`config.mk`:
```
export PLATFORM = sky130hd
export DESIGN_NAME = cmx_channel_regs
export DESIGN_NICKNAME = d
export VERILOG_FILES = /design/src/pkg/cmx_pkg.sv /design/src/hw/cmx_channel_regs.sv /design/src/hw/cmx_chan_mem.sv
export VERILOG_INCLUDE_DIRS = /design/src /design/src/pkg
export SDC_FILE = /design/constraint.sdc
export NUM_CORES = 1
export LEC_CHECK = 0
export ABC_CLOCK_PERIOD_IN_PS = 2500
export BUFFER_PORTS_ARGS = -buffer_cell sky130_fd_sc_hd__buf_2
export CAP_MARGIN = 5
export CORE_MARGIN = 5
export CORE_UTILIZATION = 50
export CTS_BUF_LIST = sky130_fd_sc_hd__clkbuf_4
export DETAILED_ROUTE_END_ITERATION = 6
export PLACE_DENSITY = 0.76
export SYNTH_ARGS = -nofsm -noshare
export SYNTH_HDL_FRONTEND = slang
export SYNTH_SLANG_ARGS = --single-unit
```
`constraint.sdc`:
```
create_clock -name aclk -period 2.5 [get_ports aclk]
set_input_delay 0.125 -clock aclk [delete_from_list [all_inputs] [get_ports aclk]]
set_output_delay 0.125 -clock aclk [all_outputs]
set_load 0.1 [all_outputs]
```
`src/pkg/cmx_regs.svh`:
```
`ifndef CMX_REGS_SVH
`define CMX_REGS_SVH

// Register indices; byte address is four times the index
`define CMX_IDX_CH0        8'h10
`define CMX_IDX_CH1        8'h11
`define CMX_IDX_CH2        8'h12
`define CMX_IDX_CH3        8'h13

// Field positions
`define CMX_EN_BIT         15
`define CMX_SETUP_HI       13
`define CMX_SETUP_LO       12
`define CMX_POS_HI         9
`define CMX_POS_LO         5
`define CMX_NEG_HI         4
`define CMX_NEG_LO         0

// Writable bits; 14 and 11:10 hold zero
`define CMX_WR_MASK        16'hB3FF

// Reset values
`define CMX_RST_CH0        16'h8001
`define CMX_RST_CHN        16'h0001

// Input selector codes
`define CMX_SEL_PIN0       5'h00
`define CMX_SEL_PIN4       5'h04
`define CMX_SEL_TEMP_P     5'h11
`define CMX_SEL_TEMP_N     5'h12
`define CMX_SEL_SUP_P      5'h13
`define CMX_SEL_SUP_N      5'h14
`define CMX_SEL_REF_P      5'h15
`define CMX_SEL_REF_N      5'h16

// AXI response codes
`define CMX_RESP_OKAY      2'h0
`define CMX_RESP_SLVERR    2'h2

`endif

```
`src/pkg/cmx_pkg.sv`:
```
package cmx_pkg;

    typedef enum logic [3:0] {
        CMX_SRC_PIN     = 4'h1,
        CMX_SRC_TEMP    = 4'h2,
        CMX_SRC_SUPPLY  = 4'h4,
        CMX_SRC_REF     = 4'h8
    } cmx_src_e;

    typedef logic [15:0] cmx_word_t;

endpackage

```
`src/hw/cmx_channel_regs.sv`:
```
// Summary of operation
// - Positive selector decodes pin 4, sensor, supply monitor and reference codes.
// - Bits 4:0 pick negative input, same codes, reset to pin 1.
// - Channels 1 to 3 sit at indices 11h-13h, reset 0001h.
// - All four channel registers share one field layout.
// - Bit 15 enables channel; channel 0 resets on; enabled channels are cycled.
// - Bits 13:12 choose one of four setups.
// - Bits 9:5 pick positive input, reset pin 0, codes 0-4 pins.
`timescale 1ns/10ps
`default_nettype none
`include "cmx_regs.svh"

module cmx_channel_regs #(
    parameter int NUM_CH   = 4,
    parameter int DWELL_CY = 16
) (
    input  wire logic          aclk,
    input  wire logic          aresetn,
    input  wire logic [9:0]    s_axi_awaddr,
    input  wire logic          s_axi_awvalid,
    output logic               s_axi_awready,
    input  wire logic [31:0]   s_axi_wdata,
    input  wire logic [3:0]    s_axi_wstrb,
    input  wire logic          s_axi_wvalid,
    output logic               s_axi_wready,
    output logic [1:0]         s_axi_bresp,
    output logic               s_axi_bvalid,
    input  wire logic          s_axi_bready,
    input  wire logic [9:0]    s_axi_araddr,
    input  wire logic          s_axi_arvalid,
    output logic               s_axi_arready,
    output logic [31:0]        s_axi_rdata,
    output logic [1:0]         s_axi_rresp,
    output logic               s_axi_rvalid,
    input  wire logic          s_axi_rready,
    output logic [3:0]         channel_active_bit,
    output logic [7:0]         setup_choice,
    output logic [19:0]        positive_input_select,
    output logic [19:0]        negative_input_select,
    output logic [1:0]         conv_channel,
    output logic [1:0]         conv_setup,
    output logic [4:0]         conv_pos_sel,
    output logic [4:0]         conv_neg_sel,
    output logic [3:0]         conv_pos_src,
    output logic [3:0]         conv_neg_src,
    output logic               conv_valid
);

    typedef struct packed {
        logic        aw_got;
        logic [7:0]  aw_idx;
        logic        w_got;
        logic [15:0] w_data;
        logic [15:0] w_strb;
        logic        bvalid;
        logic [1:0]  bresp;
        logic        rpend;
        logic        rvalid;
        logic [1:0]  rresp;
        logic        rhit;
        logic [1:0]  cur;
        logic [15:0] dwell;
        logic        cvalid;
        logic [1:0]  csetup;
        logic [4:0]  cpos;
        logic [4:0]  cneg;
        logic [3:0]  cpsrc;
        logic [3:0]  cnsrc;
        logic [3:0]  en;
        logic [7:0]  setup;
        logic [19:0] pos;
        logic [19:0] neg;
        logic        awrdy;
        logic        wrdy;
        logic        arrdy;
        logic [31:0] rdata;
    } cmx_top_s;

    cmx_top_s st_q;
    cmx_top_s st_d;

    logic        mem_wr;
    logic [1:0]  mem_rd_idx;
    logic [15:0] mem_rd_data;
    logic [NUM_CH*16-1:0] mem_all;

    // Map a register index onto a channel slot
    function automatic logic idx_hit(input logic [7:0] idx);
        return idx >= `CMX_IDX_CH0 && idx <= `CMX_IDX_CH3;
    endfunction

    function automatic logic [1:0] idx_slot(input logic [7:0] idx);
        return 2'(idx - `CMX_IDX_CH0);
    endfunction

    function automatic logic [15:0] strb16(input logic [3:0] s);
        return {{8{s[1]}}, {8{s[0]}}};
    endfunction

    // Reset image of one channel register, as the memory holds it
    function automatic logic [15:0] rst_word(input int i);
        return (i == 0) ? `CMX_RST_CH0 : `CMX_RST_CHN;
    endfunction

    function automatic logic en_of(input logic [15:0] w);
        return w[`CMX_EN_BIT];
    endfunction

    function automatic logic [1:0] setup_of(input logic [15:0] w);
        return w[`CMX_SETUP_HI:`CMX_SETUP_LO];
    endfunction

    function automatic logic [4:0] pos_of(input logic [15:0] w);
        return w[`CMX_POS_HI:`CMX_POS_LO];
    endfunction

    function automatic logic [4:0] neg_of(input logic [15:0] w);
        return w[`CMX_NEG_HI:`CMX_NEG_LO];
    endfunction

    // Classify a selector code for the analog routing
    function automatic cmx_pkg::cmx_src_e src_of(input logic [4:0] c);
        cmx_pkg::cmx_src_e r;
        r = cmx_pkg::CMX_SRC_PIN;
        if (c == `CMX_SEL_TEMP_P || c == `CMX_SEL_TEMP_N)
            r = cmx_pkg::CMX_SRC_TEMP;
        else if (c == `CMX_SEL_SUP_P || c == `CMX_SEL_SUP_N)
            r = cmx_pkg::CMX_SRC_SUPPLY;
        else if (c == `CMX_SEL_REF_P || c == `CMX_SEL_REF_N)
            r = cmx_pkg::CMX_SRC_REF;
        return r;
    endfunction

    // Next enabled channel after cur, wrapping; stays if none else enabled
    function automatic logic [1:0] next_en(input logic [1:0] cur, input logic [3:0] en);
        logic [1:0] r;
        logic [1:0] k;
        r = cur;
        for (int i = 3; i >= 1; i--)
        begin
            k = 2'(cur + 2'(i));
            if (en[k])
                r = k;
        end
        return r;
    endfunction

    always_comb
    begin
        logic [15:0] w;
        logic [1:0]  nx;
        w  = 16'h0000;
        nx = 2'h0;
        st_d   = st_q;
        mem_wr = 1'b0;
        mem_rd_idx = idx_slot(8'(s_axi_araddr[9:2]));

        // Write path: address and data in either order
        if (s_axi_awvalid && st_q.awrdy)
        begin
            st_d.aw_got = 1'b1;
            st_d.aw_idx = s_axi_awaddr[9:2];
        end
        if (s_axi_wvalid && st_q.wrdy)
        begin
            st_d.w_got  = 1'b1;
            st_d.w_data = s_axi_wdata[15:0];
            st_d.w_strb = strb16(s_axi_wstrb);
        end
        if (st_q.aw_got && st_q.w_got)
        begin
            mem_wr = idx_hit(st_q.aw_idx);
            st_d.aw_got = 1'b0;
            st_d.w_got  = 1'b0;
            st_d.bvalid = 1'b1;
            st_d.bresp  = idx_hit(st_q.aw_idx) ? `CMX_RESP_OKAY : `CMX_RESP_SLVERR;
        end
        if (st_q.bvalid && s_axi_bready)
            st_d.bvalid = 1'b0;

        // Read path: memory output is registered, so answer a cycle later
        if (s_axi_arvalid && st_q.arrdy)
        begin
            st_d.rpend = 1'b1;
            st_d.rhit  = idx_hit(s_axi_araddr[9:2]);
        end
        if (st_q.rpend)
        begin
            st_d.rpend  = 1'b0;
            st_d.rvalid = 1'b1;
            st_d.rresp  = st_q.rhit ? `CMX_RESP_OKAY : `CMX_RESP_SLVERR;
            // Captured here: the master may move araddr once the address is taken
            st_d.rdata  = st_q.rhit ? {16'h0000, mem_rd_data} : 32'h0000_0000;
        end
        if (st_q.rvalid && s_axi_rready)
        begin
            st_d.rvalid = 1'b0;
            st_d.rdata  = 32'h0000_0000;
        end

        // Readies from the next state, so each bus output leaves a flip-flop
        st_d.awrdy = !st_d.aw_got && !st_d.bvalid;
        st_d.wrdy  = !st_d.w_got && !st_d.bvalid;
        st_d.arrdy = !st_d.rpend && !st_d.rvalid;

        // Field split, same layout on every channel
        for (int i = 0; i < NUM_CH; i++)
        begin
            w = mem_all[i*16 +: 16];
            st_d.en[i]           = en_of(w);
            st_d.setup[i*2 +: 2] = setup_of(w);
            st_d.pos[i*5 +: 5]   = pos_of(w);
            st_d.neg[i*5 +: 5]   = neg_of(w);
        end

        // Channel sequencer: dwell on one channel, then step to next enabled
        st_d.cvalid = |st_q.en;
        if (!st_q.en[st_q.cur])
        begin
            // Channel switched off mid-dwell is left at once
            st_d.cur   = next_en(st_q.cur, st_q.en);
            st_d.dwell = 16'h0000;
        end
        else if (st_q.dwell == 16'(DWELL_CY - 1))
        begin
            nx = next_en(st_q.cur, st_q.en);
            st_d.cur   = nx;
            st_d.dwell = 16'h0000;
        end
        else
        begin
            st_d.dwell = 16'(st_q.dwell + 16'h0001);
        end
        st_d.csetup = st_q.setup[st_q.cur*2 +: 2];
        st_d.cpos   = st_q.pos[st_q.cur*5 +: 5];
        st_d.cneg   = st_q.neg[st_q.cur*5 +: 5];
        st_d.cpsrc  = src_of(st_q.pos[st_q.cur*5 +: 5]);
        st_d.cnsrc  = src_of(st_q.neg[st_q.cur*5 +: 5]);
    end

    cmx_chan_mem #(
        .NUM_CH (NUM_CH)
    ) u_mem (
        .aclk    (aclk),
        .aresetn (aresetn),
        .wr_en   (mem_wr),
        .wr_idx  (idx_slot(st_q.aw_idx)),
        .wr_data (st_q.w_data),
        .wr_strb (st_q.w_strb),
        .rd_idx  (mem_rd_idx),
        .rd_data (mem_rd_data),
        .all_q   (mem_all)
    );

    always_ff @(posedge aclk)
    begin
        if (!aresetn)
        begin
            st_q <= '0;
            // Same image as the memory, so field outputs agree from the first edge
            for (int i = 0; i < NUM_CH; i++)
            begin
                st_q.en[i]           <= en_of(rst_word(i));
                st_q.setup[i*2 +: 2] <= setup_of(rst_word(i));
                st_q.pos[i*5 +: 5]   <= pos_of(rst_word(i));
                st_q.neg[i*5 +: 5]   <= neg_of(rst_word(i));
            end
        end
        else
        begin
            st_q <= st_d;
        end
    end

    assign s_axi_awready = st_q.awrdy;
    assign s_axi_wready  = st_q.wrdy;
    assign s_axi_bvalid  = st_q.bvalid;
    assign s_axi_bresp   = st_q.bresp;
    assign s_axi_arready = st_q.arrdy;
    assign s_axi_rvalid  = st_q.rvalid;
    assign s_axi_rresp   = st_q.rresp;
    assign s_axi_rdata   = st_q.rdata;

    assign channel_active_bit    = st_q.en;
    assign setup_choice          = st_q.setup;
    assign positive_input_select = st_q.pos;
    assign negative_input_select = st_q.neg;
    assign conv_channel = st_q.cur;
    assign conv_setup   = st_q.csetup;
    assign conv_pos_sel = st_q.cpos;
    assign conv_neg_sel = st_q.cneg;
    assign conv_pos_src = st_q.cpsrc;
    assign conv_neg_src = st_q.cnsrc;
    assign conv_valid   = st_q.cvalid;

endmodule

`default_nettype wire

```
`src/hw/cmx_chan_mem.sv`:
```
`timescale 1ns/10ps
`default_nettype none
`include "cmx_regs.svh"

module cmx_chan_mem #(
    parameter int NUM_CH = 4
) (
    input  wire logic                       aclk,
    input  wire logic                       aresetn,
    input  wire logic                       wr_en,
    input  wire logic [1:0]                 wr_idx,
    input  wire logic [15:0]                wr_data,
    input  wire logic [15:0]                wr_strb,
    input  wire logic [1:0]                 rd_idx,
    output logic      [15:0]                rd_data,
    output logic      [NUM_CH*16-1:0]       all_q
);

    typedef struct packed {
        logic [NUM_CH*16-1:0] regs;
        logic [15:0]          rd;
    } cmx_mem_s;

    cmx_mem_s st_q;
    cmx_mem_s st_d;

    always_comb
    begin
        st_d = st_q;
        if (wr_en)
        begin
            // Reserved bits never store
            st_d.regs[wr_idx*16 +: 16] = (st_q.regs[wr_idx*16 +: 16] & ~wr_strb)
                | (wr_data & wr_strb & `CMX_WR_MASK);
        end
        st_d.rd = st_q.regs[rd_idx*16 +: 16];
    end

    always_ff @(posedge aclk)
    begin
        if (!aresetn)
        begin
            st_q.rd <= 16'h0000;
            for (int i = 0; i < NUM_CH; i++)
            begin
                st_q.regs[i*16 +: 16] <= (i == 0) ? `CMX_RST_CH0 : `CMX_RST_CHN;
            end
        end
        else
        begin
            st_q <= st_d;
        end
    end

    assign rd_data = st_q.rd;
    assign all_q   = st_q.regs;

endmodule

`default_nettype wire

```
== Yosys cells after proc, flatten, opt, wreduce, memory -nomap -nowiden ==
Index checks and enable logic that the tools add are counted.

* Add/sub/neg operators: 7
* Multiply operators: 1
* Magnitude comparators: 8
* Eq/ne operators: 14
* Shifts and indexed selects: 7
* Muxes and demuxes: 34
* Bitwise logic cells: 6
* Reductions and logical operators: 29

{| class="wikitable"
|+ Operators by type and width
! cell !! number
|-
| $shiftx A64 B7 Y16 || 2
|-
| $bwmux W64 || 1
|-
| $shift A16 B34 Y64 const A || 1
|-
| $shiftx A16 B34 Y64 || 1
|-
| $eq A5 B5 Y1 const B || 12
|-
| $shiftx A20 B6 Y5 || 2
|-
| $neg A6 Y34 || 1
|-
| $mux W33 || 1
|-
| $and A16 B16 Y16 || 2
|-
| $mux W16 || 2
|-
| $mux W18 || 1
|-
| $add A16 B1 Y16 const B || 1
|-
| $eq A16 B4 Y1 const B || 1
|-
| $ge A8 B5 Y1 const B || 2
|-
| $le A8 B5 Y1 const B || 2
|-
| $mux W2 || 8
|-
| $not A16 Y16 || 1
|-
| $or A16 B16 Y16 || 1
|-
| $lt A2 B3 Y1 const B || 4
|-
| $mux W4 || 3
|-
| $logic_and A1 B1 Y1 || 11
|-
| $mux W1 || 10
|-
| $mux W3 || 3
|-
| $mux W9 || 1
|-
| other kinds (13) || 32
|}

* Bits in registers: 249
* Bits of input ports: 63
* Word-level logic and storage cells: 139

== Longest topological paths before layout ==
* Depth after elaboration: 8
* Gate-level depth with buffers: 9
* Mapped depth without buffers: 6

== Hierarchy ==
Synthesis repeated with hierarchy kept, for this count alone.

* Cell total of the unflattened synthesis: 1020
* Area total of the unflattened synthesis: 9825.7 µm²

{| class="wikitable"
|+ By module, submodules not included
! module !! instances !! cells each !! area an instance (µm²) !! seq. area each (µm²)
|-
| cmx_channel_regs || 1 || 636 || 5964.5 || 2882.8
|-
| cmx_chan_mem || 1 || 384 || 3861.2 || 1601.5
|}

== Least setup slack after synthesis ==
Ideal clock, no wire load.

* Path kind: register -> register
* Start point: reg st_q[167] (netlist bit)
* End point: reg u_mem.st_q (netlist bit u_mem.all_q[51])
* Data arrival time: 2457 ps
* Required time: 2429 ps
* Slack: -28 ps
* Stages on the path, launching flop included: 10
* Path through: dfxtp_1 -> buf_2 -> buf_1 -> inv_1 -> ha_1 -> or3b_2 -> inv_1 -> nand4_1 -> clkbuf_1 -> o2bb2ai_1

* Word-level cells in the longest chain between the ends: 6

{| class="wikitable"
|+ RTL lines
! what !! RTL line !! source
|-
| start: declaration || cmx_channel_regs.sv:79 || <nowiki>cmx_top_s st_q;</nowiki>
|-
| start signal: assignment || cmx_channel_regs.sv:271 || <nowiki>st_q <= st_d;</nowiki>
|-
| $sub A2 B1 Y2 (no line) || -- ||
|-
| $shiftx A64 B7 Y16 || cmx_chan_mem.sv:33 || <nowiki>st_d.regs[wr_idx*16 +: 16] = (st_q.regs[wr_idx*16 +: 16] & ~wr_strb)</nowiki>
|-
| $and A16 B16 Y16 || cmx_chan_mem.sv:33 ||
|-
| $or A16 B16 Y16 || cmx_chan_mem.sv:33 ||
|-
| $shiftx A16 B34 Y64 || cmx_chan_mem.sv:33 ||
|-
| $bwmux W64 || cmx_chan_mem.sv:33 ||
|-
| end signal: assignment || cmx_chan_mem.sv:51 || <nowiki>st_q <= st_d;</nowiki>
|-
| end: declaration || cmx_chan_mem.sv:24 || <nowiki>cmx_mem_s st_q;</nowiki>
|}

Parallel ways exist; a longest one is shown, timed or not.
A chain may end at the register's enable or synchronous reset.

== Worst setup path in the final report ==
* Start point: reg st_q (netlist bit s_axi_arready)
* End point: reg st_q[126] (netlist bit)

* Word-level cells in the longest chain between the ends: 1

{| class="wikitable"
|+ RTL lines
! what !! RTL line !! source
|-
| $logic_and A1 B1 Y1 || cmx_channel_regs.sv:182 || <nowiki>if (s_axi_arvalid && st_q.arrdy)</nowiki>
|}

No other way between the ends.

==> impl_metrics.yaml <==
status:
  outcome: "finished, final reports clean"
floorplan:
  fp.dieArea_sq_mm: 0.0219
  coreArea_sq_mm: 0.0187
  fp-row-count: 50
  io_pins: 179
  die_w_um: 148
  dieHeight_um: 148
  initial_core_util: 0.509
setup_path:
  r2r_slack_ns: 0.40
  cp.required_ns: 3.13
  endpoint_kind: "register"
  path_class: "register to register"
  startpoint_type: "register"
  critPathMaxFanout: 4
  arrival_ns: 2.73
sta:
  clock_skew_ns: 0.0438
  tightest_slew_ns: 0.695
  hold_viol: 0
  setup_violations: 0
  rsz0062_at_grt: "false"
  finalSetupTns_ns: 0
  slew_viol_final: 0
  fin_crit_ns: 2.10
  period_share: 0.842
  max_freq_mhz: 475
  slew_headroom: 0.537
yosys:
  synth_flop_cell: "dfxtp_1"
  avgSynthCellArea_sq_um: 10.5
  synth_area_leaders: "dfxtp_1 (46%), mux4_2 (11%), buf_4 (8.7%)"
  synth.largest_area_cell: "dfxtp_1"
  synth_top_area_share: 0.465
  yosys_register_bits: 221
  yosysSeqAreaShare: 0.465
  synthCells: 908
  syn-cell-area_sq_mm: 0.00952
  ys_types: 51
  synth_edf_count: 0
  yosys_warnings: 0
  async_flop_share: 0
route:
  wire_per_inst_um: 16.8
  ant_nets: 0
  drt-total-wl_um: 21700
  drc: 0
  vias: 6839
  first_iter_violations: 492
  via_per_inst: 5.30
  drt_first_pass_iters: 4
pwr:
  swShare: 0.250
  vdd_drop_max_uv: 311
  internal_power_uw: 5340
  power_switching_uw: 1780
  p_per_area_mw_per_mm2: 657
  combPwrFrac: 0.072
  seqPwrFrac: 0.505
  p_clk_frac: 0.424
  leakage_uw: 0.00437
flow_run:
  cap_violations: 0
place:
  dpl_cell_area_sq_mm: 0.00964
  hpwl_um: 14400
  place_congestion: 0.854
  portBuffers: 135
clock_network:
  cts_resized: 0
  clk-insertion-delay-late_ns: 0.69
  numCtsBuffers: 57
  clock-root-buffer: "clkbuf_4"
  cts_buffer_depth: 3
  clkSinkCount: 221
  postCtsHoldBufs: 49
  clk_pin_slew_ns: 0.07
  tritoncts: "yes"
  htree_levels: 2
  cts_setup_buffers: 0
global_route:
  grt_overflow_total: 0
  grt_first_pass_wirelength_um: 34800
  grt_pass1_vias: 6725
  grt_max_degree: 55
  antenna_found_initial: 1
  gr-usage-all-layers: 0.197
worst_hold_path:
  min_path_type: "primary input to register"
cells_and_area:
  layout-drive-gt1-share: 0.276
  final_area_sq_mm: 0.0108
  layout.nets: 1090
  syn_to_final_growth_pct: 13.9
-- layout by cell type (no fill, tap or decap), types with 5 or more instances in the layout --
cell,Yosys,routed
buf_4,110,15
dfxtp_1,221,221
o2bb2ai_1,55,55
a21oi_1,24,24
clkinv_1,0,6
nor3b_1,6,6
dlygate4sd3_1,0,49
buf_2,9,134
mux2i_1,16,16
conb_1,1,18
xnor2_1,11,11
mux4_2,45,45
nor3_1,8,8
nand3_1,14,14
nor2b_1,22,22
nand2_1,71,71
nor2_1,40,40
nand2b_1,11,11
ha_1,6,6
or3_1,9,9
o211ai_1,5,5
nand4_1,6,6
inv_1,12,12
clkbuf_4,0,85
and2_1,88,88
a21boi_0,28,28
-- worst paths after layout --
path	start	endpoint	cells after the start
max	s_axi_arready	st_q[126]	6
min	s_axi_wvalid	st_q[142]	4
max reg2reg	s_axi_arready	st_q[126]	6
min reg2reg	st_q[108]	st_q[108]	1
-- logic make-up (layout without fill, tap and decap cells) --
family	count (synthesis)	count (layout)	share of synthesized area
AOI/OAI and AO/OA	131	131	0.105
muxes	62	62	0.125
DFF	221	221	0.465
other	1	19	0.000394
xor gates and xnor gates	13	13	0.0120
adders and majority gates	6	6	0.00789
and+or+nand+nor	300	300	0.172
buffers and inverters	174	304	0.113
-- cells in the mapped netlist (11+ instances only) --
cell type	n
dfxtp_1	221
buf_4	110
and2_1	88
nand2_1	71
o2bb2ai_1	55
mux4_2	45
nor2_1	40
clkbuf_1	39
a21boi_0	28
a21oi_1	24
nor2b_1	22
mux2i_1	16
nand3_1	14
inv_1	12
nand2b_1	11
xnor2_1	11
-- worst max-delay path, stage by stage, from the launching register on --
cell and delay (ns):
dfxtp_1 0.33, nand2_1 0.10, nor4bb_1 0.33, dlygate4sd3_1 0.61, a21oi_1 0.04, dlygate4sd3_1 0.55
nor2b_1 0.10
-- power by group through the flow --
stage / combinational, uW / sequential [uW] / clock [uW]
after global placement: 451 / 3670 / 0
final: 512 / 3590 / 3020
after floorplan: 353 / 3710 / 0
after CTS: 508 / 3590 / 3120
after detailed placement: 455 / 3670 / 0
after global routing: 546 / 3600 / 3310
-- registers in the layout (all words and copies together), names as in the netlist, 2 cells and up --
| signal | flops |
|---|---|
| positive_input_select | 20 |
| s_axi_rdata | 16 |
| channel_active_bit | 4 |
| st_q | 43 |
| conv_neg_src | 4 |
| conv_pos_src | 4 |
| negative_input_select | 20 |
| u_mem.all_q | 64 |
| conv_neg_sel | 5 |
| conv_channel | 2 |
| conv_setup | 2 |
| setup_choice | 8 |
| u_mem.rd_data | 16 |
| conv_pos_sel | 5 |
-- through the flow --
step                      worst slack (ns)  cells  hold slack, ns  utilization  total power (uW)
after global placement               0.479   1147           0.378        0.516              4120
after floorplan                      0.116    925           0.270            -              4060
after CTS                            0.394   1289          0.0789        0.579              7220
after global routing                 0.261   1290           0.110        0.579              7450
final                                0.396   1290           0.120        0.579              7120
after detailed placement             0.473   1147           0.383        0.516              4130
-- routing by layer --
layer  global-route usage  up-vias  wire [um]
met3               0.0469       48       1390
met2                0.321      207      10400
met4               0.0841        0        635
met1                0.251     3286       9280
met5                    0        -          0
li1                     -     3298          -
-- cell type report --
type                       instances  area, sq um
fill                            1585         7870
sequential                       221         4420
multi-input combinational        530         4080
timing repair buffer             199         1290
clock buffer                      85          638
tap                              234          293
clock inverter                     8         60.1
inverter                          12         45.0
antenna                            1         2.50
Power figures use the tool's default switching activity.
